==> src/verilog/psl_pkg.sv <==
`default_nettype none
package psl_pkg;
	// Bus and datapath widths
	localparam int ADDR_W = 12;
	localparam int DATA_W = 32;
	localparam int REG_W  = 8;
	localparam int PIX_W  = 16;
	localparam int IDX_W  = 10;
	// Register indices; the byte address is four times the index
	localparam logic [9:0] IDX_REFRESH   = 10'h021;
	localparam logic [9:0] IDX_DISP_MODE = 10'h040;
	localparam logic [9:0] IDX_DUAL_BUF  = 10'h041;
	localparam logic [9:0] IDX_BIAS_CTRL = 10'h1E0;
	localparam logic [9:0] IDX_PS_CFG    = 10'h1F0;
	localparam logic [9:0] IDX_PS_STATE  = 10'h1F1;
	// Field positions
	localparam int PS_EN_BIT      = 0;
	localparam int STAT_MEM_BIT   = 0;
	localparam int STAT_PANEL_BIT = 1;
	localparam int REF_SEL_HI     = 7;
	localparam int REF_SEL_LO     = 6;
	localparam int BLANK_BIT      = 7;
	localparam int DUAL_DIS_BIT   = 0;
	localparam int BIAS_PIN_BIT   = 0;
	localparam int BIAS_MAN_BIT   = 1;
	// Values after reset and writable bits
	localparam logic [7:0] RST_REG      = 8'h00;
	localparam logic [7:0] MASK_REFRESH = 8'hC7;
	localparam logic [7:0] MASK_DISP    = 8'h97;
	localparam logic [7:0] MASK_ONE     = 8'h01;
	localparam logic [7:0] MASK_BIAS    = 8'h03;
	// Refresh select codes; any code with the top bit set means none
	localparam logic [1:0] REF_CBR  = 2'h0;
	localparam logic [1:0] REF_SELF = 2'h1;
	// Bus responses
	localparam logic [1:0] RESP_OKAY   = 2'h0;
	localparam logic [1:0] RESP_SLVERR = 2'h2;
	// Panel bias discharge delay
	localparam int CLK_MHZ         = 25;
	localparam int PANEL_DELAY_US  = 500000;
	localparam int PANEL_DELAY_CYC = PANEL_DELAY_US * CLK_MHZ;
	localparam int DLY_W           = 24;
	// Panel power sequencer states
	typedef enum logic [1:0] {
		SEQ_OFF      = 2'b00,
		SEQ_SIG_ON   = 2'b01,
		SEQ_ON       = 2'b10,
		SEQ_BIAS_OFF = 2'b11
	} psl_seq_t;
endpackage : psl_pkg
`default_nettype wire

==> src/verilog/psl_delay.sv <==
`timescale 1ns/1ps
`default_nettype none
module psl_delay #(
	parameter int CYC = 4
) (
	input  wire logic aclk,
	input  wire logic aresetn,
	input  wire logic start,
	output logic      busy,
	output logic      done
);
	logic [psl_pkg::DLY_W-1:0] cnt_r;
	logic                      busy_r;
	logic                      done_r;

	assign busy = busy_r;
	assign done = done_r;

	// Loads on start, counts down, pulses done once at zero
	always_ff @(posedge aclk)
	begin
		if (!aresetn) begin
			cnt_r  <= '0;
			busy_r <= 1'b0;
			done_r <= 1'b0;
		end else begin
			// A fresh start must not see the end of an earlier count
			done_r <= busy_r && (cnt_r == '0) && !start;
			if (start) begin
				cnt_r  <= psl_pkg::DLY_W'(CYC - 1);
				busy_r <= 1'b1;
			end else if (busy_r) begin
				cnt_r  <= cnt_r - 1'b1;
				busy_r <= (cnt_r != '0);
			end
		end
	end
endmodule : psl_delay
`default_nettype wire

==> src/verilog/psl_axil.sv <==
`timescale 1ns/1ps
`default_nettype none
module psl_axil (
	input  wire logic                        aclk,
	input  wire logic                        aresetn,
	input  wire logic [psl_pkg::ADDR_W-1:0]  awaddr,
	input  wire logic                        awvalid,
	output logic                             awready,
	input  wire logic [psl_pkg::DATA_W-1:0]  wdata,
	input  wire logic [3:0]                  wstrb,
	input  wire logic                        wvalid,
	output logic                             wready,
	output logic [1:0]                       bresp,
	output logic                             bvalid,
	input  wire logic                        bready,
	input  wire logic [psl_pkg::ADDR_W-1:0]  araddr,
	input  wire logic                        arvalid,
	output logic                             arready,
	output logic [psl_pkg::DATA_W-1:0]       rdata,
	output logic [1:0]                       rresp,
	output logic                             rvalid,
	input  wire logic                        rready,
	output logic                             wr_en,
	output logic [psl_pkg::IDX_W-1:0]        wr_idx,
	output logic [psl_pkg::REG_W-1:0]        wr_byte,
	input  wire logic                        wr_hit,
	output logic [psl_pkg::IDX_W-1:0]        rd_idx,
	input  wire logic [psl_pkg::REG_W-1:0]   rd_byte,
	input  wire logic                        rd_hit
);
	logic [psl_pkg::ADDR_W-1:0] addr_r;
	logic [psl_pkg::DATA_W-1:0] data_r;
	logic [3:0]                 strb_r;
	logic                       aw_held_r, w_held_r, awready_r, wready_r;
	logic                       bvalid_r, arready_r, rvalid_r;
	logic [1:0]                 bresp_r, rresp_r;
	logic [psl_pkg::DATA_W-1:0] rdata_r;
	wire aw_take = awvalid && awready_r;
	wire w_take  = wvalid && wready_r;
	wire do_wr   = (aw_held_r || aw_take) && (w_held_r || w_take);
	wire bvalid_nxt = do_wr || (bvalid_r && !bready);
	wire ar_take = arvalid && arready_r;
	wire rvalid_nxt = ar_take || (rvalid_r && !rready);
	wire [3:0] strb_w = w_take ? wstrb : strb_r;

	// Address and data may arrive in either order
	assign wr_idx  = aw_take ? awaddr[11:2] : addr_r[11:2];
	assign wr_byte = w_take ? wdata[7:0] : data_r[7:0];
	assign wr_en   = do_wr && strb_w[0];
	assign rd_idx  = araddr[11:2];
	assign awready = awready_r;
	assign wready  = wready_r;
	assign bvalid  = bvalid_r;
	assign bresp   = bresp_r;
	assign arready = arready_r;
	assign rvalid  = rvalid_r;
	assign rresp   = rresp_r;
	assign rdata   = rdata_r;

	// Write channel: one write under way at a time
	always_ff @(posedge aclk)
	begin
		if (!aresetn) begin
			{aw_held_r, w_held_r, bvalid_r} <= 3'h0;
			{awready_r, wready_r} <= 2'h3;
			{addr_r, data_r, strb_r, bresp_r} <= '0;
		end else begin
			if (aw_take) addr_r <= awaddr;
			if (w_take) {data_r, strb_r} <= {wdata, wstrb};
			aw_held_r <= (aw_held_r || aw_take) && !do_wr;
			w_held_r  <= (w_held_r || w_take) && !do_wr;
			awready_r <= !bvalid_nxt && !(aw_held_r || aw_take);
			wready_r  <= !bvalid_nxt && !(w_held_r || w_take);
			bvalid_r  <= bvalid_nxt;
			if (do_wr) bresp_r <= wr_hit ? psl_pkg::RESP_OKAY
			                             : psl_pkg::RESP_SLVERR;
		end
	end

	// Read channel: data captured on the address edge
	always_ff @(posedge aclk)
	begin
		if (!aresetn) begin
			{rvalid_r, rresp_r, rdata_r} <= '0;
			arready_r <= 1'b1;
		end else begin
			rvalid_r  <= rvalid_nxt;
			arready_r <= !rvalid_nxt;
			if (ar_take) begin
				rdata_r <= {24'h000000, rd_byte};
				rresp_r <= rd_hit ? psl_pkg::RESP_OKAY : psl_pkg::RESP_SLVERR;
			end
		end
	end
endmodule : psl_axil
`default_nettype wire

==> src/verilog/psl_sequencer.sv <==
// Behaviour
// - Power save enable bit 0 written 1 enters power save, 0 leaves it.
// - In power save displays off, memory refused, registers and lookup table open.
// - Entering power save runs the automatic panel power-down sequence.
// - Panel status reads 1 only when panel fully off, else 0.
// - Panel status reads 1 after reset.
// - Memory controller status reads 1 when the DRAM interface is down.
// - Memory controller status reads 0 after reset.
// - Memory controller status reaches 1 only with self-refresh or no refresh.
// - Refresh select 00 cas-first, 01 self-refresh, 1X none in power save.
// - Cas-first refresh keeps memory controller powered; memory clock keeps running.
// - Self or no refresh lets the controller power down; clock may stop.
// - Signals stay until bias off plus delay; signals come before bias.
// - Display blank bit stops the pipeline and zeroes the panel data output.
//
// Our own choice: the AXI4-Lite register port.
`timescale 1ns/1ps
`default_nettype none
module psl_sequencer #(
	parameter int DELAY_CYC = psl_pkg::PANEL_DELAY_CYC
) (
	input  wire logic                       aclk,
	input  wire logic                       aresetn,
	input  wire logic [psl_pkg::ADDR_W-1:0] s_axi_awaddr,
	input  wire logic                       s_axi_awvalid,
	output logic                            s_axi_awready,
	input  wire logic [psl_pkg::DATA_W-1:0] s_axi_wdata,
	input  wire logic [3:0]                 s_axi_wstrb,
	input  wire logic                       s_axi_wvalid,
	output logic                            s_axi_wready,
	output logic [1:0]                      s_axi_bresp,
	output logic                            s_axi_bvalid,
	input  wire logic                       s_axi_bready,
	input  wire logic [psl_pkg::ADDR_W-1:0] s_axi_araddr,
	input  wire logic                       s_axi_arvalid,
	output logic                            s_axi_arready,
	output logic [psl_pkg::DATA_W-1:0]      s_axi_rdata,
	output logic [1:0]                      s_axi_rresp,
	output logic                            s_axi_rvalid,
	input  wire logic                       s_axi_rready,
	input  wire logic [psl_pkg::PIX_W-1:0]  pixel_in,
	input  wire logic                       mem_req,
	output logic [psl_pkg::PIX_W-1:0]       panel_data,
	output logic                            panel_signals_en,
	output logic                            panel_bias_enable_pin,
	output logic                            display_en,
	output logic                            dual_buf_dis,
	output logic                            mem_grant,
	output logic                            mem_refuse,
	output logic                            dram_cas_first_refresh,
	output logic                            dram_self_refresh,
	output logic                            memctl_down
);
	logic [psl_pkg::REG_W-1:0] refresh_r, disp_r, dual_r, bias_ctrl_r, ps_r;
	logic [psl_pkg::PIX_W-1:0] panel_data_r;
	logic                      sig_r, bias_r, panel_off_r, memdown_r;
	logic                      display_en_r, grant_r, refuse_r;
	logic                      cbr_r, self_r;
	psl_pkg::psl_seq_t         state_r, state_nxt;
	logic                      wr_en, wr_hit, rd_hit;
	logic [psl_pkg::IDX_W-1:0] wr_idx, rd_idx;
	logic [psl_pkg::REG_W-1:0] wr_byte, rd_byte;
	logic                      dly_start, dly_busy, dly_done;

	// Bus slave: decode and handshakes
	psl_axil u_axil (
		.aclk    (aclk),
		.aresetn (aresetn),
		.awaddr  (s_axi_awaddr),
		.awvalid (s_axi_awvalid),
		.awready (s_axi_awready),
		.wdata   (s_axi_wdata),
		.wstrb   (s_axi_wstrb),
		.wvalid  (s_axi_wvalid),
		.wready  (s_axi_wready),
		.bresp   (s_axi_bresp),
		.bvalid  (s_axi_bvalid),
		.bready  (s_axi_bready),
		.araddr  (s_axi_araddr),
		.arvalid (s_axi_arvalid),
		.arready (s_axi_arready),
		.rdata   (s_axi_rdata),
		.rresp   (s_axi_rresp),
		.rvalid  (s_axi_rvalid),
		.rready  (s_axi_rready),
		.wr_en   (wr_en),
		.wr_idx  (wr_idx),
		.wr_byte (wr_byte),
		.wr_hit  (wr_hit),
		.rd_idx  (rd_idx),
		.rd_byte (rd_byte),
		.rd_hit  (rd_hit)
	);

	// Discharge and settle delay counter
	psl_delay #(
		.CYC (DELAY_CYC)
	) u_delay (
		.aclk    (aclk),
		.aresetn (aresetn),
		.start   (dly_start),
		.busy    (dly_busy),
		.done    (dly_done)
	);

	// Register decode; registers stay reachable in power save
	wire w_refresh = wr_en && (wr_idx == psl_pkg::IDX_REFRESH);
	wire w_disp    = wr_en && (wr_idx == psl_pkg::IDX_DISP_MODE);
	wire w_dual    = wr_en && (wr_idx == psl_pkg::IDX_DUAL_BUF);
	wire w_bias    = wr_en && (wr_idx == psl_pkg::IDX_BIAS_CTRL);
	wire w_ps      = wr_en && (wr_idx == psl_pkg::IDX_PS_CFG);
	assign wr_hit = (wr_idx == psl_pkg::IDX_REFRESH)
		|| (wr_idx == psl_pkg::IDX_DISP_MODE)
		|| (wr_idx == psl_pkg::IDX_DUAL_BUF)
		|| (wr_idx == psl_pkg::IDX_BIAS_CTRL)
		|| (wr_idx == psl_pkg::IDX_PS_CFG);
	// Reads reach the writable registers and the status byte
	wire wr_hit_rd = (rd_idx == psl_pkg::IDX_REFRESH)
		|| (rd_idx == psl_pkg::IDX_DISP_MODE)
		|| (rd_idx == psl_pkg::IDX_DUAL_BUF)
		|| (rd_idx == psl_pkg::IDX_BIAS_CTRL)
		|| (rd_idx == psl_pkg::IDX_PS_CFG);
	assign rd_hit = wr_hit_rd || (rd_idx == psl_pkg::IDX_PS_STATE);

	// Status byte shows panel and memory interface power state
	wire [7:0] status_w = {6'h00, panel_off_r, memdown_r};
	assign rd_byte =
		(rd_idx == psl_pkg::IDX_REFRESH)   ? refresh_r   :
		(rd_idx == psl_pkg::IDX_DISP_MODE) ? disp_r      :
		(rd_idx == psl_pkg::IDX_DUAL_BUF)  ? dual_r      :
		(rd_idx == psl_pkg::IDX_BIAS_CTRL) ? bias_ctrl_r :
		(rd_idx == psl_pkg::IDX_PS_CFG)    ? ps_r        :
		(rd_idx == psl_pkg::IDX_PS_STATE)  ? status_w    : 8'h00;

	// Software-written registers; unused bits read as zero
	always_ff @(posedge aclk)
	begin
		if (!aresetn) begin
			refresh_r   <= psl_pkg::RST_REG;
			disp_r      <= psl_pkg::RST_REG;
			dual_r      <= psl_pkg::RST_REG;
			bias_ctrl_r <= psl_pkg::RST_REG;
			ps_r        <= psl_pkg::RST_REG;
		end else begin
			if (w_refresh) refresh_r <= wr_byte & psl_pkg::MASK_REFRESH;
			if (w_disp) disp_r <= wr_byte & psl_pkg::MASK_DISP;
			if (w_dual) dual_r <= wr_byte & psl_pkg::MASK_ONE;
			if (w_bias) bias_ctrl_r <= wr_byte & psl_pkg::MASK_BIAS;
			if (w_ps) ps_r <= wr_byte & psl_pkg::MASK_ONE;
		end
	end

	// Named control levels
	wire       ps_en   = ps_r[psl_pkg::PS_EN_BIT];
	wire       blank   = disp_r[psl_pkg::BLANK_BIT];
	wire       man_sel = bias_ctrl_r[psl_pkg::BIAS_MAN_BIT];
	wire       man_pin = bias_ctrl_r[psl_pkg::BIAS_PIN_BIT];
	wire [1:0] ref_sel = refresh_r[psl_pkg::REF_SEL_HI:psl_pkg::REF_SEL_LO];

	// Delay starts on power-up from off and on power-down from on
	assign dly_start = ((state_r == psl_pkg::SEQ_OFF) && !ps_en)
		|| ((state_r == psl_pkg::SEQ_ON) && ps_en);

	// Panel power sequence: signals lead bias up, trail bias down
	always_comb
	begin
		state_nxt = state_r;
		unique case (state_r)
			psl_pkg::SEQ_OFF:
				if (!ps_en) state_nxt = psl_pkg::SEQ_SIG_ON;
			psl_pkg::SEQ_SIG_ON:
				if (ps_en) state_nxt = psl_pkg::SEQ_OFF;
				else if (dly_done) state_nxt = psl_pkg::SEQ_ON;
			psl_pkg::SEQ_ON:
				if (ps_en) state_nxt = psl_pkg::SEQ_BIAS_OFF;
			psl_pkg::SEQ_BIAS_OFF:
				if (dly_done) state_nxt = psl_pkg::SEQ_OFF;
		endcase
	end

	// Sequencer state and panel power levels
	always_ff @(posedge aclk)
	begin
		if (!aresetn) begin
			state_r     <= psl_pkg::SEQ_OFF;
			sig_r       <= 1'b0;
			bias_r      <= 1'b0;
			panel_off_r <= 1'b1;
		end else begin
			state_r     <= state_nxt;
			sig_r       <= (state_nxt != psl_pkg::SEQ_OFF);
			bias_r      <= (state_nxt == psl_pkg::SEQ_ON);
			panel_off_r <= (state_nxt == psl_pkg::SEQ_OFF);
		end
	end

	// Manual mode hands the bias pin to software
	logic pin_r;
	always_ff @(posedge aclk)
	begin
		if (!aresetn)
			pin_r <= 1'b0;
		else
			pin_r <= man_sel ? man_pin : (state_nxt == psl_pkg::SEQ_ON);
	end

	// Display pipeline, blanking and memory access gate
	always_ff @(posedge aclk)
	begin
		if (!aresetn) begin
			display_en_r <= 1'b0;
			panel_data_r <= '0;
			grant_r      <= 1'b0;
			refuse_r     <= 1'b0;
		end else begin
			display_en_r <= !ps_en && !blank && sig_r;
			panel_data_r <= (!ps_en && !blank && sig_r) ? pixel_in : '0;
			grant_r      <= mem_req && !ps_en;
			refuse_r     <= mem_req && ps_en;
		end
	end

	// DRAM refresh type and memory controller power state
	wire sel_cbr  = (ref_sel == psl_pkg::REF_CBR);
	wire sel_self = (ref_sel == psl_pkg::REF_SELF);
	always_ff @(posedge aclk)
	begin
		if (!aresetn) begin
			cbr_r     <= 1'b0;
			self_r    <= 1'b0;
			memdown_r <= 1'b0;
		end else begin
			cbr_r     <= ps_en && sel_cbr;
			self_r    <= ps_en && sel_self;
			memdown_r <= ps_en && !sel_cbr;
		end
	end

	assign panel_data             = panel_data_r;
	assign panel_signals_en       = sig_r;
	assign panel_bias_enable_pin  = pin_r;
	assign display_en             = display_en_r;
	assign dual_buf_dis           = dual_r[psl_pkg::DUAL_DIS_BIT];
	assign mem_grant              = grant_r;
	assign mem_refuse             = refuse_r;
	assign dram_cas_first_refresh = cbr_r;
	assign dram_self_refresh      = self_r;
	assign memctl_down            = memdown_r;
endmodule : psl_sequencer
`default_nettype wire

==> config.mk <==
export PLATFORM = sky130hd
export DESIGN_NAME = psl_sequencer
export DESIGN_NICKNAME = d
export VERILOG_FILES = /design/src/verilog/psl_pkg.sv /design/src/verilog/psl_delay.sv /design/src/verilog/psl_axil.sv /design/src/verilog/psl_sequencer.sv
export SDC_FILE = /design/constraint.sdc
export NUM_CORES = 1
export LEC_CHECK = 0
export ABC_CLOCK_PERIOD_IN_PS = 2300
export BUFFER_PORTS_ARGS = -buffer_cell sky130_fd_sc_hd__buf_4
export CORE_ASPECT_RATIO = 2
export CORE_MARGIN = 2
export CORE_UTILIZATION = 50
export CTS_BUF_LIST = sky130_fd_sc_hd__clkbuf_16
export DETAILED_ROUTE_END_ITERATION = 8
export PLACE_DENSITY = 0.8
export SLEW_MARGIN = 20
export SYNTH_ARGS = -nofsm -noshare
export SYNTH_HDL_FRONTEND = slang
export SYNTH_SLANG_ARGS = --single-unit
==> constraint.sdc <==
create_clock -name aclk -period 2.3 [get_ports aclk]
set_clock_uncertainty 0.05 [all_clocks]
set_input_delay 0.115 -clock aclk [delete_from_list [all_inputs] [get_ports aclk]]
set_output_delay 0.115 -clock aclk [all_outputs]
set_load 0.005 [all_outputs]
# After elaboration in Yosys (flattened, before gate mapping)
# Index checks and enable logic that the tools add are counted.
# Widths: inputs -> output; s select.
# op_classes
add_sub_neg,1
n_eq_ne,16
n_mux,22
n_bitwise,1
n_reduce_logical,61
# ops
operator,n
$eq 10x9->1 const B,5
$mux 24,2
$eq 10x7->1 const B,4
$logic_and 1x1->1,27
$logic_not 24->1,1
$mux 8,3
$reduce_bool 24->1,1
$sub 24x1->24 const B,1
$mux 2,11
$eq 10x6->1 const B,2
$logic_or 1x1->1,14
$logic_not 1->1,11
$mux 10,1
$pmux 2 s4,1
$eq 2x2->1 const B,3
$logic_not 2->1,3
$eq 2x1->1 const B,2
$mux 1,4
$reduce_bool 2->1,2
$reduce_and 2->1,1
$reduce_or 2->1,1
$not 1->1,1
# word_totals
reg_bits,107
inputBits,84
out_inout_bits,66

# Logic depth before layout (Yosys ltp)
# Gate-level depths: netlist of the first run.
# logic_depth
depth_word,8
ltp_mapped,7
ltp_nobuf,7

# By module
# From an unflattened synthesis of the first run, not the netlist that was laid out.
# hier_totals
hier_cells,479
area_unflattened_um2,4603.2
# modules_own_cells
mod,instances,cells_per_inst,area_per_inst_um2
psl_axil,1,164,1687.9
psl_sequencer,1,178,1604.0
psl_delay,1,137,1311.3

# Worst setup path after synthesis of the first run
# Ideal clock, no wire load.
# synth_path
kind,reg2reg
startpoint,register u_delay.cnt_r[5] (netlist name)
endpoint,register u_delay.cnt_r[18] (netlist name)
setup_time_ns,0.131
arrival_time_ns,1.675
slack_ns,0.445
stages_incl_launch_ff,6
path_buffers,0
synth_period_minus_slack_ns,1.855
path_cell_list,dfxtp_1 > or4_4 > nor4_4 > and4bb_1 > xnor2_1 > a21oi_2
# synth_via
elab_chain_cells,3
# synth_rtl
element,line_no,text
from (decl),psl_delay.sv:12,logic [psl_pkg::DLY_W-1:0] cnt_r;
from (signal assigned),psl_delay.sv:30,cnt_r <= psl_pkg::DLY_W'(CYC - 1);
from (signal assigned),psl_delay.sv:33,cnt_r <= cnt_r - 1'b1;
$sub 24x1->24,psl_delay.sv:33,
$mux 24,psl_delay.sv:32,end else if (busy_r) begin
$mux 24,psl_delay.sv:29,if (start) begin
# No other way between the ends. The select of a mux whose other input is x is not followed.
# A chain may end at the register's enable or synchronous reset.

# Final worst setup path of the first run
# layout_path
startpoint,input s_axi_awaddr[3] (netlist name)
endpoint,register refresh_r[0] (netlist name)
# layout_via
elab_chain_cells,3
# layout_rtl
element,line_no,text
from (decl),psl_sequencer.sv:24,"input wire logic [psl_pkg::ADDR_W-1:0] s_axi_awaddr,"
$mux 10,psl_axil.sv:47,assign wr_idx = aw_take ? awaddr[11:2] : addr_r[11:2];
$eq 10x6->1,psl_sequencer.sv:107,wire w_refresh = wr_en && (wr_idx == psl_pkg::IDX_REFRESH);
$logic_and 1x1->1,psl_sequencer.sv:107,
to (signal assigned),psl_sequencer.sv:139,refresh_r <= psl_pkg::RST_REG;
to (signal assigned),psl_sequencer.sv:145,if (w_refresh) refresh_r <= wr_byte & psl_pkg::MASK_REFRESH;
to (decl),psl_sequencer.sv:54,"logic [psl_pkg::REG_W-1:0] refresh_r, disp_r, dual_r, bias_ctrl_r, ps_r;"
# No other way between the ends.

==> results.md, run 1 <==
- The run finished with clean final reports.
- In this run the deepest clock path goes through 2 buffers.
- The CTS clock-pin slew for the worst setup and hold paths is ~60 ps.
- In this run the horizontal extent of the chip is 68.8 microns.
- The number of search-and-repair iterations in the first detailed-routing pass is 4.
- The H-tree was split into 3 levels.
- Prior to clock tree synthesis, the placed netlist has a worst setup slack of 319 ps.
- The floorplan die area is a little over 9000 sq um.
- For the final routed database, the setup TNS stands at 0 ps.
- The kind of start point of the critical path is an input port.
- Leaving out fill and tap cells, the most frequent cells in the layout are dfxtp_1, buf_4, nand2_1.
- The dominant register cell in the synthesized netlist is dfxtp_1.
- The via density per instance is ~5.4.
- The number of antenna repair diodes is 0.
- The worst pin sits at a relative slew slack of 57.7%.
- The most prevalent standard cell on the critical path is buf_4.
- The die outline height is between 100 and 150 microns.
- The relative contribution of the clock network to total power is 43.9%.
- Setup violations remaining at the end of the flow were counted as 0.
- The register cell area after layout is 1980 sq um.
- The net count reported at finish is about 660.
- The floorplan core area is between 8000 and 9000 sq um.
- The class of the tightest hold or removal check is input port to flop.
- The count of yosys warnings during synthesis is 0.
- The total overflow left after global routing is 0.
- Summing every instance area after synthesis gives 4200 sq um.
- The first routing iteration left approximately 240 violations.
- The share of post-route cells with drive strength above 1 is 22.5%.
- The final critical path time including I/O delays and setup is about 2100 ps.
- The root buffer selected by CTS is clkbuf_16.
- The layout has about 650 filler cells.
- The count of state elements after synthesis is between 90 and 100.
- The number of flops mapped to enable cells by yosys is 0.
- Setup repair after global routing left no endpoint under its margin.
- The number of resized instances in the post-cts repair step is 0.
- After detailed placement, the total cell area comes to 4890 sq um.
- The global-route total usage across every layer is about 24%.
- In this run the tool buffered the top-level ports with between 80 and 90 buffer cells.
- The wire-length estimate of the detail-placed layout is 7730 microns.
- The transition at the pin with the smallest max-transition slack is around 630 ps.
- The cell count after placement is approximately 640.
- The relative area change from synthesis to final layout is 30.9%.
- The placer congestion estimate is 0.813.
- The remaining number of nets flagged by the antenna check after routing is 0.
- Counting flops with an async set or reset pin after synthesis yields a share of 0%.
- Buffers inserted during clock tree synthesis total 9.
- The sum of routed wire length over all layers is 10700 microns.
- Synthesis handed over a netlist of between 400 and 500 instances.
- The share of the Yosys chip area taken by registers is between 40% and 50%.
- The finished layout holds slightly below 700 standard cells, fillers aside.
- The largest individual stage delay along the critical path comes from the cell dlygate4sd3_1.
- In this run the static leakage power is ~2.3 nW.
- The wire length per cell is about 16 microns.
- The number of antenna violations at the first check in global routing came to 0.
- The number of buffers and inverters on the critical path is 3.
- Summing all non-filler instances in the final layout gives an area of around 5500 sq um.
- The sequential fraction of design power is 45.0%.
- The initial core utilization is between 50% and 60%.
- The count of pins on the block boundary is 150.
- The combinational power share is between 10 and 15%.
- The row count is 47.
- The critical path required time is 2520 ps.
- The max-slew violation count came to 0.
- The number of max-capacitance violations reported is 0.
- The routed via count is about 3700.
- The post-layout total power is 4.11 mW.
- The final worst setup slack is between 150 and 200 ps.
- The number of design rule violations left after detail routing is 0.
- The number of global-route vias before repair is 3808.
- Of the total power, the share spent switching nets is about 22%.
- In this run the worst path has a maximum fanout of 4.
- Counting every sink on the clock net gives 99.
- The analysis attributes to net switching a power of between 0.9 and 1 mW.
- The maximum single-stage delay on the critical path is between 500 and 600 ps.
- The worst-case vdd ir drop is around 0.00047 V.
- The multi-input combinational cells in the finished layout cover a total of between 2000 and 2500 sq um.
- The TritonCTS clock tree is built.
- Entering global routing, the biggest net connects 35 pins.
- The post-route clock period utilization is 91.8%.
- In this run the mean area of a mapped cell was 9.12 sq um.
- The number of endpoints with negative hold slack in the final report is 0.
- The timing-limited maximum frequency is roughly 470 MHz.
- The power per cell area is around 750 nW/um^2.
- The worst setup path is captured at a flop.
- The critical path is of the input port to flop type.
- The top cell family by delay on the critical path is simple AND/OR/NAND/NOR gates.
- Traced cell by cell, the critical path runs through dlygate4sd3_1, buf_4, nor4_1, a32oi_1, nor2_1, and3_1, buf_4, mux2i_1.
- The first-pass GRT wire length is between 15000 and 20000 microns.
- STA puts the critical path data arrival time at between 2000 and 2500 ps.
- The number of different library cells used by synthesis comes to 56.
- The later pin in the worst-skew pair is clocked with a latency of ~350 ps.
- The internal power of the cells totals approximately 3.2 mW.
worst register-to-register path: cells and delay by family (launching register included):
kind                      cells  cell delay [ps]
and+or+nand+nor               3             1240
DFF                           1              360
xor gates and xnor gates      1              170
AOI/OAI and AO/OA             1               90
routing by layer:
metal	track usage [%]	share of wire, %	wire [microns]
met1	20.8	33	3540
met2	47.8	59	6320
met3	3.89	3.4	360
met4	13.9	4.3	462
met5	0	0	0
power groups by stage:
stage / logic [mW] / registers [mW] / clock network, mW
floorplan: 0.261 / 1.88 / 0
finish: 0.456 / 1.85 / 1.80
global placement: 0.402 / 1.88 / 0
CTS: 0.454 / 1.85 / 1.81
detailed placement: 0.416 / 1.89 / 0
global route: 0.503 / 1.86 / 1.89
path summary, 6_finish.rpt:
check,from,to,slack (ps),cells past startpoint
hold reg to reg,disp_r[2],disp_r[2],410,2
setup / recovery,s_axi_awaddr[3],refresh_r[0],190,8
hold / removal,s_axi_awaddr[6],u_axil.addr_r[6],20,3
setup reg to reg,u_delay.cnt_r[5],u_delay.cnt_r[21],280,5
through the flow:
step / util [%] / hold slack [ps]
after floorplan: - / 179
after detailed placement: 59.5 / 271
after global routing: 66.7 / 35.9
after CTS: 66.7 / 17.5
final: 66.7 / 20.0
after global placement: 59.5 / 266
flip-flops by register name, summed over array words and instances, names as in the netlist, 5 cells and up:
| name | cells |
|---|---|
| disp_r | 5 |
| u_axil.data_r | 6 |
| panel_data | 16 |
| u_axil.rdata | 6 |
| u_axil.addr_r | 10 |
| refresh_r | 5 |
| u_delay.cnt_r | 24 |
area by class of cell:
cell class                 instances  area share (%)
timing repair buffer             122            17.7
clock inverter                     7            2.55
clock buffer                       9            4.10
tap                               98            2.23
sequential                        99            36.1
inverter                          12           0.820
multi-input combinational        333            36.5
logic make-up after synthesis:
| logic type | count (synthesis) | share of synthesized area [%] |
|---|---|---|
| and+or+nand+nor | 190 | 24.8 |
| AOI/OAI and AO/OA | 69 | 9.75 |
| other | 1 | 0.0894 |
| xor gates and xnor gates | 22 | 4.59 |
| DFF | 99 | 47.2 |
| muxes | 22 | 5.43 |
| buffers and inverters | 55 | 7.46 |
| adders and majority gates | 2 | 0.596 |
cells in the mapped netlist, types with 8 or more instances:
| cell | count | share of area [%] |
|---|---|---|
| mux2i_1 | 16 | 3.8 |
| nor3_1 | 15 | 1.8 |
| nor4_1 | 9 | 1.3 |
| buf_4 | 28 | 5.0 |
| nand2b_1 | 8 | 1.2 |
| a21oi_1 | 30 | 3.6 |
| and2_1 | 22 | 3.3 |
| xnor2_1 | 16 | 3.3 |
| o21ai_0 | 17 | 2.0 |
| nand3_1 | 11 | 1.3 |
| clkbuf_1 | 11 | 0.98 |
| nor2_1 | 37 | 3.3 |
| nand2_1 | 53 | 4.7 |
| dfxtp_1 | 99 | 47 |
| inv_1 | 12 | 1.1 |
what timing repair did:
action | CTS | global route
setup endpoints to repair | 0 | 0
hold buffers | 23 | 0
setup buffers | 0 | 0
endpoints found under the hold margin | 24 | 0
(Power assumes the default switching activity.)
==> run 2, diff against run 1 <==
ABC_CLOCK_PERIOD_IN_PS = 2110   (was 2300)
clock period = 2.11 ns   (was 2.3 ns; I/O delays follow)
==> results.md, run 2 (synthesis gave the netlist of run 1 again) <==
- The number of design rule violations left after detail routing came to 0 (unchanged).
- The internal reg-to-reg setup slack came to 170 ps (-110 ps).
- The combinational power share came to 11.6% (+0.5 points).
- The number of levels in the clock H-tree is 3 (unchanged).
- The top fanout value on the critical path is 5 (+1).
- The max-slew violation count is 0 (unchanged).
- The post-layout total power came to 4.39 mW (+6.7%).
- The routed via count was 3694 (+0.96%).
- Setup repair after global routing could not meet its margin everywhere.
- The count of buffers from port buffering is 88 (unchanged).
- The maximum number of pins on one net before global-route repair is 35 (unchanged).
- The die span in x came to 68.8 microns (unchanged).
- The flip-flop count of the largest register, all copies and words added was 24 (unchanged).
- The post-detailed-placement half-perimeter wirelength is 7690 microns (-0.57%).
- The number of fill cells is 630 (-3.5%).
- The worst flop-to-flop path endpoint is disp_r[7].
- The net switching fraction of the power is 23.2% (+0.82 points).
- The count of pins on the block boundary was 150 (unchanged).
- STA classifies the critical path startpoint as an input port.
- The source-to-sink clock delay at the later pin of the worst-skew pair is 340 ps (about the same).
- u_delay.cnt_r holds more flip-flops than any other register.
- The number of antenna repair diodes is 0 (unchanged).
- The maximum single-stage delay on the critical path is 530 ps (-20 ps).
- The die outline height is 134 microns (unchanged).
- The post-route clock period utilization is 93.8%.
- The number of sinks on the clock net was 99 (unchanged).
- The placer congestion estimate is 0.799 (-1.8%).
- The global-route total usage across every layer is 23.9% (-0.35 points).
- The cell internal power dissipation is 3.37 mW (+5.6%).
- The sequential fraction of design power came to 46.1% (+1.1 points).
- The number of endpoints with negative hold slack in the final report is 0 (unchanged).
- In this run the worst hold path is classified as input port to flop.
- The met2 track demand over resource was 47.4% (-0.37 points).
- The floorplan core area is 8230 sq um (unchanged).
- The final critical path time including I/O delays and setup is a little under 2000 ps.
- The switching power total came to 1.02 mW (+11%).
- The top cell family by delay on the critical path is buffers and inverters.
- The share of post-route cells with drive strength above 1 is 23.7% (+1.2 points).
- The CTS clock-pin slew for the worst setup and hold paths is 70 ps (about the same).
- The number of antenna violations at the first check in global routing came to 0 (unchanged).
- The classification of the worst setup path is input port to flop.
- Based on the critical path, the design can be clocked at up to between 500 and 600 MHz.
- The power per cell area was 791 nW/um^2 (+5.7%).
- The count of cells along the worst register-to-register path is 5 (unchanged).
- The max-slew headroom at the worst pin was 62.6% (+4.9 points).
- The transition at the pin with the smallest max-transition slack came to 557 ps (-71.3 ps).
- The initial core utilization was 51.0% (unchanged).
- The number of search-and-repair iterations in the first detailed-routing pass is 5 (+1).
- The routing usage on met3 came to 4.98% (+1.1 points).
- The flow ran to the end, and the final reports show no timing, DRC or antenna violations.
- The signal on the critical path passes through dlygate4sd3_1, buf_4, nor4_2, a32oi_2, nor3b_2, buf_4, mux2i_1.
- The startpoint identified for the worst register-to-register timing path is u_axil.awready.
- The relative contribution of the clock network to total power is 42.3% (-1.6 points).
- The sum of routed wire length over all layers is 10900 microns (+1.8%).
- The number of global-route vias before repair is 3643 (-4.3%).
- The most congested layer reported by global routing is met2.
- The floorplan die area is 9180 sq um (unchanged).
- The worst-case vdd ir drop is 0.000624 V (+32%).
- The post-layout instance count excluding filler cells came to 684 (+0.59%).
- The row count is 47 (unchanged).
- The most prevalent standard cell on the critical path is buf_4.
- The net count reported at finish is 667 (+0.60%).
- The startpoint identified for the worst hold timing path is s_axi_awaddr[8].
- The number of buffers created by CTS is 9 (unchanged).
- The final cell utilization of the core was 67.3% (+0.62 points).
- The cell count after placement is 644 (+0.47%).
- The capture endpoint of the worst hold path is u_axil.addr_r[8].
- The remaining number of nets flagged by the antenna check after routing came to 0 (unchanged).
- The maximum buffer depth of the clock tree is 2 (unchanged).
- The standby leakage power is 2.35 nW (+0.81%).
- The total overflow reported by the global router is 0 (unchanged).
- The via density per instance is 5.40 (+0.37%).
- The top cell types in the final layout, fill and taps aside, are buf_4, dfxtp_1, nand2_1.
- The final hold slack is 12.3 ps (-7.74 ps).
- STA classifies the critical path endpoint as a flop.
- The number of setup buffers added after CTS is 0 (unchanged).
- The arrival time at the worst endpoint is 2190 ps (-140 ps).
- The relative area change from synthesis to final layout is 32.1%.
- The global-route track usage on met1 came to 21.0% (+0.23 points).
- The number of max-capacitance violations reported is 0 (unchanged).
- The TritonCTS clock tree is built.
- The cell count of the worst hold path is 3 (unchanged).
- The critical path required time is 2320 ps (-200 ps).
- The slowest cell on the critical path is dlygate4sd3_1.
- The cell sitting at the root of the clock tree is a clkbuf_16.
- The first-pass GRT wire length is 16500 microns (-2.3%).
- The count of buffering cells on the critical path with inverters included is 3 (unchanged).
- The iteration-0 DRC count of the detailed router is 270 (+13%).
- The number of failing setup endpoints in the final timing report is 0 (unchanged).
- The most common cell after layout, fill and taps aside is buf_4.
- The wire length per cell came to 15.9 microns (+1.2%).
run 2: layout make-up:
cell class / instances / area, sq um / share of cell area, %
multi-input combinational: 333 / 2030 / 36.7
clock inverter: 7 / 115 / 2.08
clock buffer: 9 / 225 / 4.06
inverter: 12 / 45.0 / 0.813
tap: 98 / 123 / 2.21
sequential: 99 / 1980 / 35.8
timing repair buffer: 126 / 1020 / 18.4
run 2: through the flow:
stage	setup WS (ps)	TNS, ps	instance area, sq um
after floorplan	255	0	4300
after global placement	232	0	4930
after detailed placement	199	0	4930
after CTS	17.8	0	5510
after global routing	-2.36	-2.36	5540
final	131	0	5540
run 2: what timing repair did:
item / in CTS / in global routing
hold buffers: 24 / 0
resized for setup: 0 / 5
setup endpoints to repair: 0 / 10
hold endpoints to repair: 25 / 0
run 2: layer usage:
layer | share of wire, % | vias up | routed length [microns]
li1 | - | 1770 | -
met1 | 34 | 1755 | 3680
met2 | 59 | 145 | 6450
met3 | 4.5 | 24 | 486
met4 | 2.4 | 0 | 264
met5 | 0 | - | 0
run 2: worst min-delay path: stages:
cell and delay, ps:
buf_4 110, mux2i_1 70, nor2_1 80
run 2: worst max-delay path by stage:
stage	start	to	slack (ps)	cells after the start
floorplan	u_delay.cnt_r[5]	u_delay.cnt_r[18]	250	5
global placement	u_delay.cnt_r[5]	u_delay.cnt_r[18]	230	5
detailed placement	u_delay.cnt_r[2]	u_delay.cnt_r[17]	200	5
CTS	s_axi_awaddr[11]	disp_r[7]	20	7
global route	u_delay.cnt_r[2]	u_delay.cnt_r[21]	-2	5
finish	s_axi_awaddr[11]	disp_r[7]	130	7
run 2: power by group through the flow:
stage / clock, mW / sequential [mW] / combinational (mW)
floorplan: 0 / 2.05 / 0.285
global placement: 0 / 2.05 / 0.446
detailed placement: 0 / 2.06 / 0.460
CTS: 1.88 / 2.02 / 0.500
global route: 1.96 / 2.03 / 0.559
finish: 1.86 / 2.02 / 0.510
==> run 3, diff against run 2 <==
SETUP_SLACK_MARGIN = 0.2   (was not set)
==> results.md, run 3 (synthesis gave the netlist of run 1 again) <==
- The final setup TNS is 0 ps (unchanged).
- The floorplan core area is 8230 sq um (unchanged).
- In the layout the commonest cells are buf_4, dfxtp_1, nand2_1.
- The number of failing setup endpoints in the final timing report was 0 (unchanged).
- The die outline height is 134 microns (unchanged).
- The count of buffers from port buffering was 88 (unchanged).
- The number of design rule violations left after detail routing is 0 (unchanged).
- The TritonCTS clock tree is built.
- Setup repair after global routing could not meet its margin everywhere.
- The global-route total usage across every layer is 23.9% (about the same).
- The class of the tightest hold or removal check is input port to flop.
- The kind of start point of the critical path is a flop.
- The max-slew violation count came to 0 (unchanged).
- The initial core utilization is 51.0% (unchanged).
- Leaving out fill and tap cells, the most frequent cell in the layout is buf_4.
- The number of max-capacitance violations reported is 0 (unchanged).
- The timing-limited maximum frequency is 534 MHz (+5.7%).
- The post-route clock period utilization is 88.7% (-5.1 points).
- The number of levels in the clock H-tree is 3 (unchanged).
- The combinational power share is 11.7% (about the same).
- The relative contribution of the clock network to total power is 42.3% (about the same).
- The number of buffers created by CTS is 9 (unchanged).
- The source-to-sink clock delay at the later pin of the worst-skew pair came to 340 ps (about the same).
- The switching power total is 1.03 mW (+1.2%).
- The worst-case vdd ir drop came to 0.000624 V (about the same).
- The sum of routed wire length over all layers came to 11000 microns (+1.0%).
- The relative area change from synthesis to final layout is 33.2%.
- The critical path required time is 2330 ps (about the same).
- The internal reg-to-reg setup slack is 240 ps (+70 ps).
- The share of post-route cells with drive strength above 1 is 24.5% (+0.77 points).
- The iteration-0 DRC count of the detailed router came to 285 (+5.6%).
- The total overflow reported by the global router is 0 (unchanged).
- The flow ran to the end, and the final reports show no timing, DRC or antenna violations.
- The pre-CTS worst setup slack is 199 ps (unchanged).
- The max-slew headroom at the worst pin is 64.2% (+1.6 points).
- The post-detailed-placement half-perimeter wirelength came to 7690 microns (unchanged).
- The number of endpoints with negative hold slack in the final report is 0 (unchanged).
- The net count reported at finish is 669 (+0.30%).
- The maximum buffer depth of the clock tree is 2 (unchanged).
- The maximum number of pins on one net before global-route repair is 35 (unchanged).
- The cell internal power dissipation is 3.37 mW (+0.18%).
- The cell sitting at the root of the clock tree is a clkbuf_16.
- The number of antenna violations at the first check in global routing came to 0 (unchanged).
- The wire length per cell was 16.0 microns (+0.74%).
- By startpoint and endpoint, the worst setup path is classified as flop to flop.
- The register with the most flip-flops is u_delay.cnt_r.
- The count of pins on the block boundary was 150 (unchanged).
- The flip-flop count of the largest register, all copies and words added is 24 (unchanged).
- The die span in x is 68.8 microns (unchanged).
- The worst flop-to-flop path endpoint is bias_ctrl_r[1].
- The number of antenna repair diodes was 0 (unchanged).
- The critical path capture point is bias_ctrl_r[1].
- The first-pass GRT wire length is 16500 microns (about the same).
- STA classifies the critical path endpoint as a flop.
- The remaining number of nets flagged by the antenna check after routing came to 0 (unchanged).
- The routed via count is 3771 (+2.1%).
- The via density per instance came to 5.50 (+1.8%).
- The top fanout value on the critical path is 8 (+3).
- The placer congestion estimate is 0.799 (unchanged).
- The critical path starts at u_axil.awready.
- The row count was 47 (unchanged).
- The arrival time at the worst endpoint came to 2090 ps (-100 ps).
- The number of search-and-repair iterations in the first detailed-routing pass was 7 (+2).
- The count of cells along the worst register-to-register path is 7 (+2).
- The final worst setup slack came to 238 ps (+107 ps).
- The transition at the pin with the smallest max-transition slack came to 537 ps (-20.1 ps).
- The worst flop-to-flop path startpoint is u_axil.awready.
- The net switching fraction of the power is 23.4% (+0.19 points).
- The CTS clock-pin slew for the worst setup and hold paths is 70 ps (about the same).
- The final critical path time including I/O delays and setup came to 1870 ps (-107 ps).
- The standby leakage power is 2.36 nW (+0.33%).
- The floorplan die area came to 9180 sq um (unchanged).
- The number of sinks on the clock net was 99 (unchanged).
- The power per cell area is 788 nW/um^2 (-0.43%).
- The sequential fraction of design power was 46.0% (about the same).
- The number of global-route vias before repair is 3654 (+0.30%).
==> run 3: changes by cell type in the layout (fill, tap and decap cells not counted), sizes merged <==
| cell | previous run | this run |
|---|---|---|
| buf | 102 | 104 |
==> run 3: final cells by class <==
cell class,count,area [sq um]
Timing Repair Buffer,128,1030
Sequential cell,99,1980
Multi-Input combinational cell,333,2070
Clock buffer,9,225
Fill cell,624,2640
Clock inverter,7,115
Tap cell,98,123
Inverter,12,45.0
==> run 3: how the worst min path moves through the flow <==
stage                         start                to  slack (ps)  cells after the start
floorplan                   mem_req         mem_grant         170                      2
global placement        pixel_in[0]     panel_data[0]         260                      2
detailed placement      pixel_in[2]     panel_data[2]         260                      2
CTS                 s_axi_awaddr[8]  u_axil.addr_r[8]           7                      3
global route        s_axi_awaddr[8]  u_axil.addr_r[8]          20                      3
finish              s_axi_awaddr[8]  u_axil.addr_r[8]          10                      3
==> run 3: repair_timing <==
| action | 4_1_cts | 5_1_grt |
|---|---|---|
| hold buffers | 24 | 0 |
| buffers inserted | 2 | 0 |
| hold endpoints to repair | 25 | 0 |
| resized for setup | 2 | 9 |
| pin swaps | 2 | 3 |
| endpoints found under the setup margin | 9 | 21 |
==> run 3: through the flow <==
step | total power [mW] | util [%] | cells | cell area [sq um] | hold WS [ps]
floorplan | 2.33 | - | 487 | 4300 | 169
global placement | 2.50 | 59.9 | 644 | 4930 | 257
detailed placement | 2.52 | 59.9 | 644 | 4930 | 260
CTS | 4.39 | 67.2 | 686 | 5530 | 7.29
global route | 4.56 | 67.9 | 686 | 5590 | 19.4
finish | 4.40 | 67.9 | 686 | 5590 | 10.0
==> run 3: metal layers <==
layer,GRT usage [%],wire (microns)
met2,47.5,6500
met5,0,0
met1,21.0,3700
met4,10.6,318
met3,4.90,482
==> run 3: power groups by stage <==
stage                     Clock [mW]  Combinational, mW  Sequential [mW]
after global placement             0              0.446             2.05
after detailed placement           0              0.460             2.06
after global routing            1.96              0.566             2.03
final                           1.86              0.517             2.02
after floorplan                    0              0.285             2.05
after CTS                       1.88              0.502             2.02
==> run 3: critical path: stages, from the launching register on <==
cell,delay [ps]
dfxtp_1,330
buf_4,130
nand2_1,130
buf_4,210
and3_1,150
a31oi_1,340
nand2b_1,230
mux2i_1,230
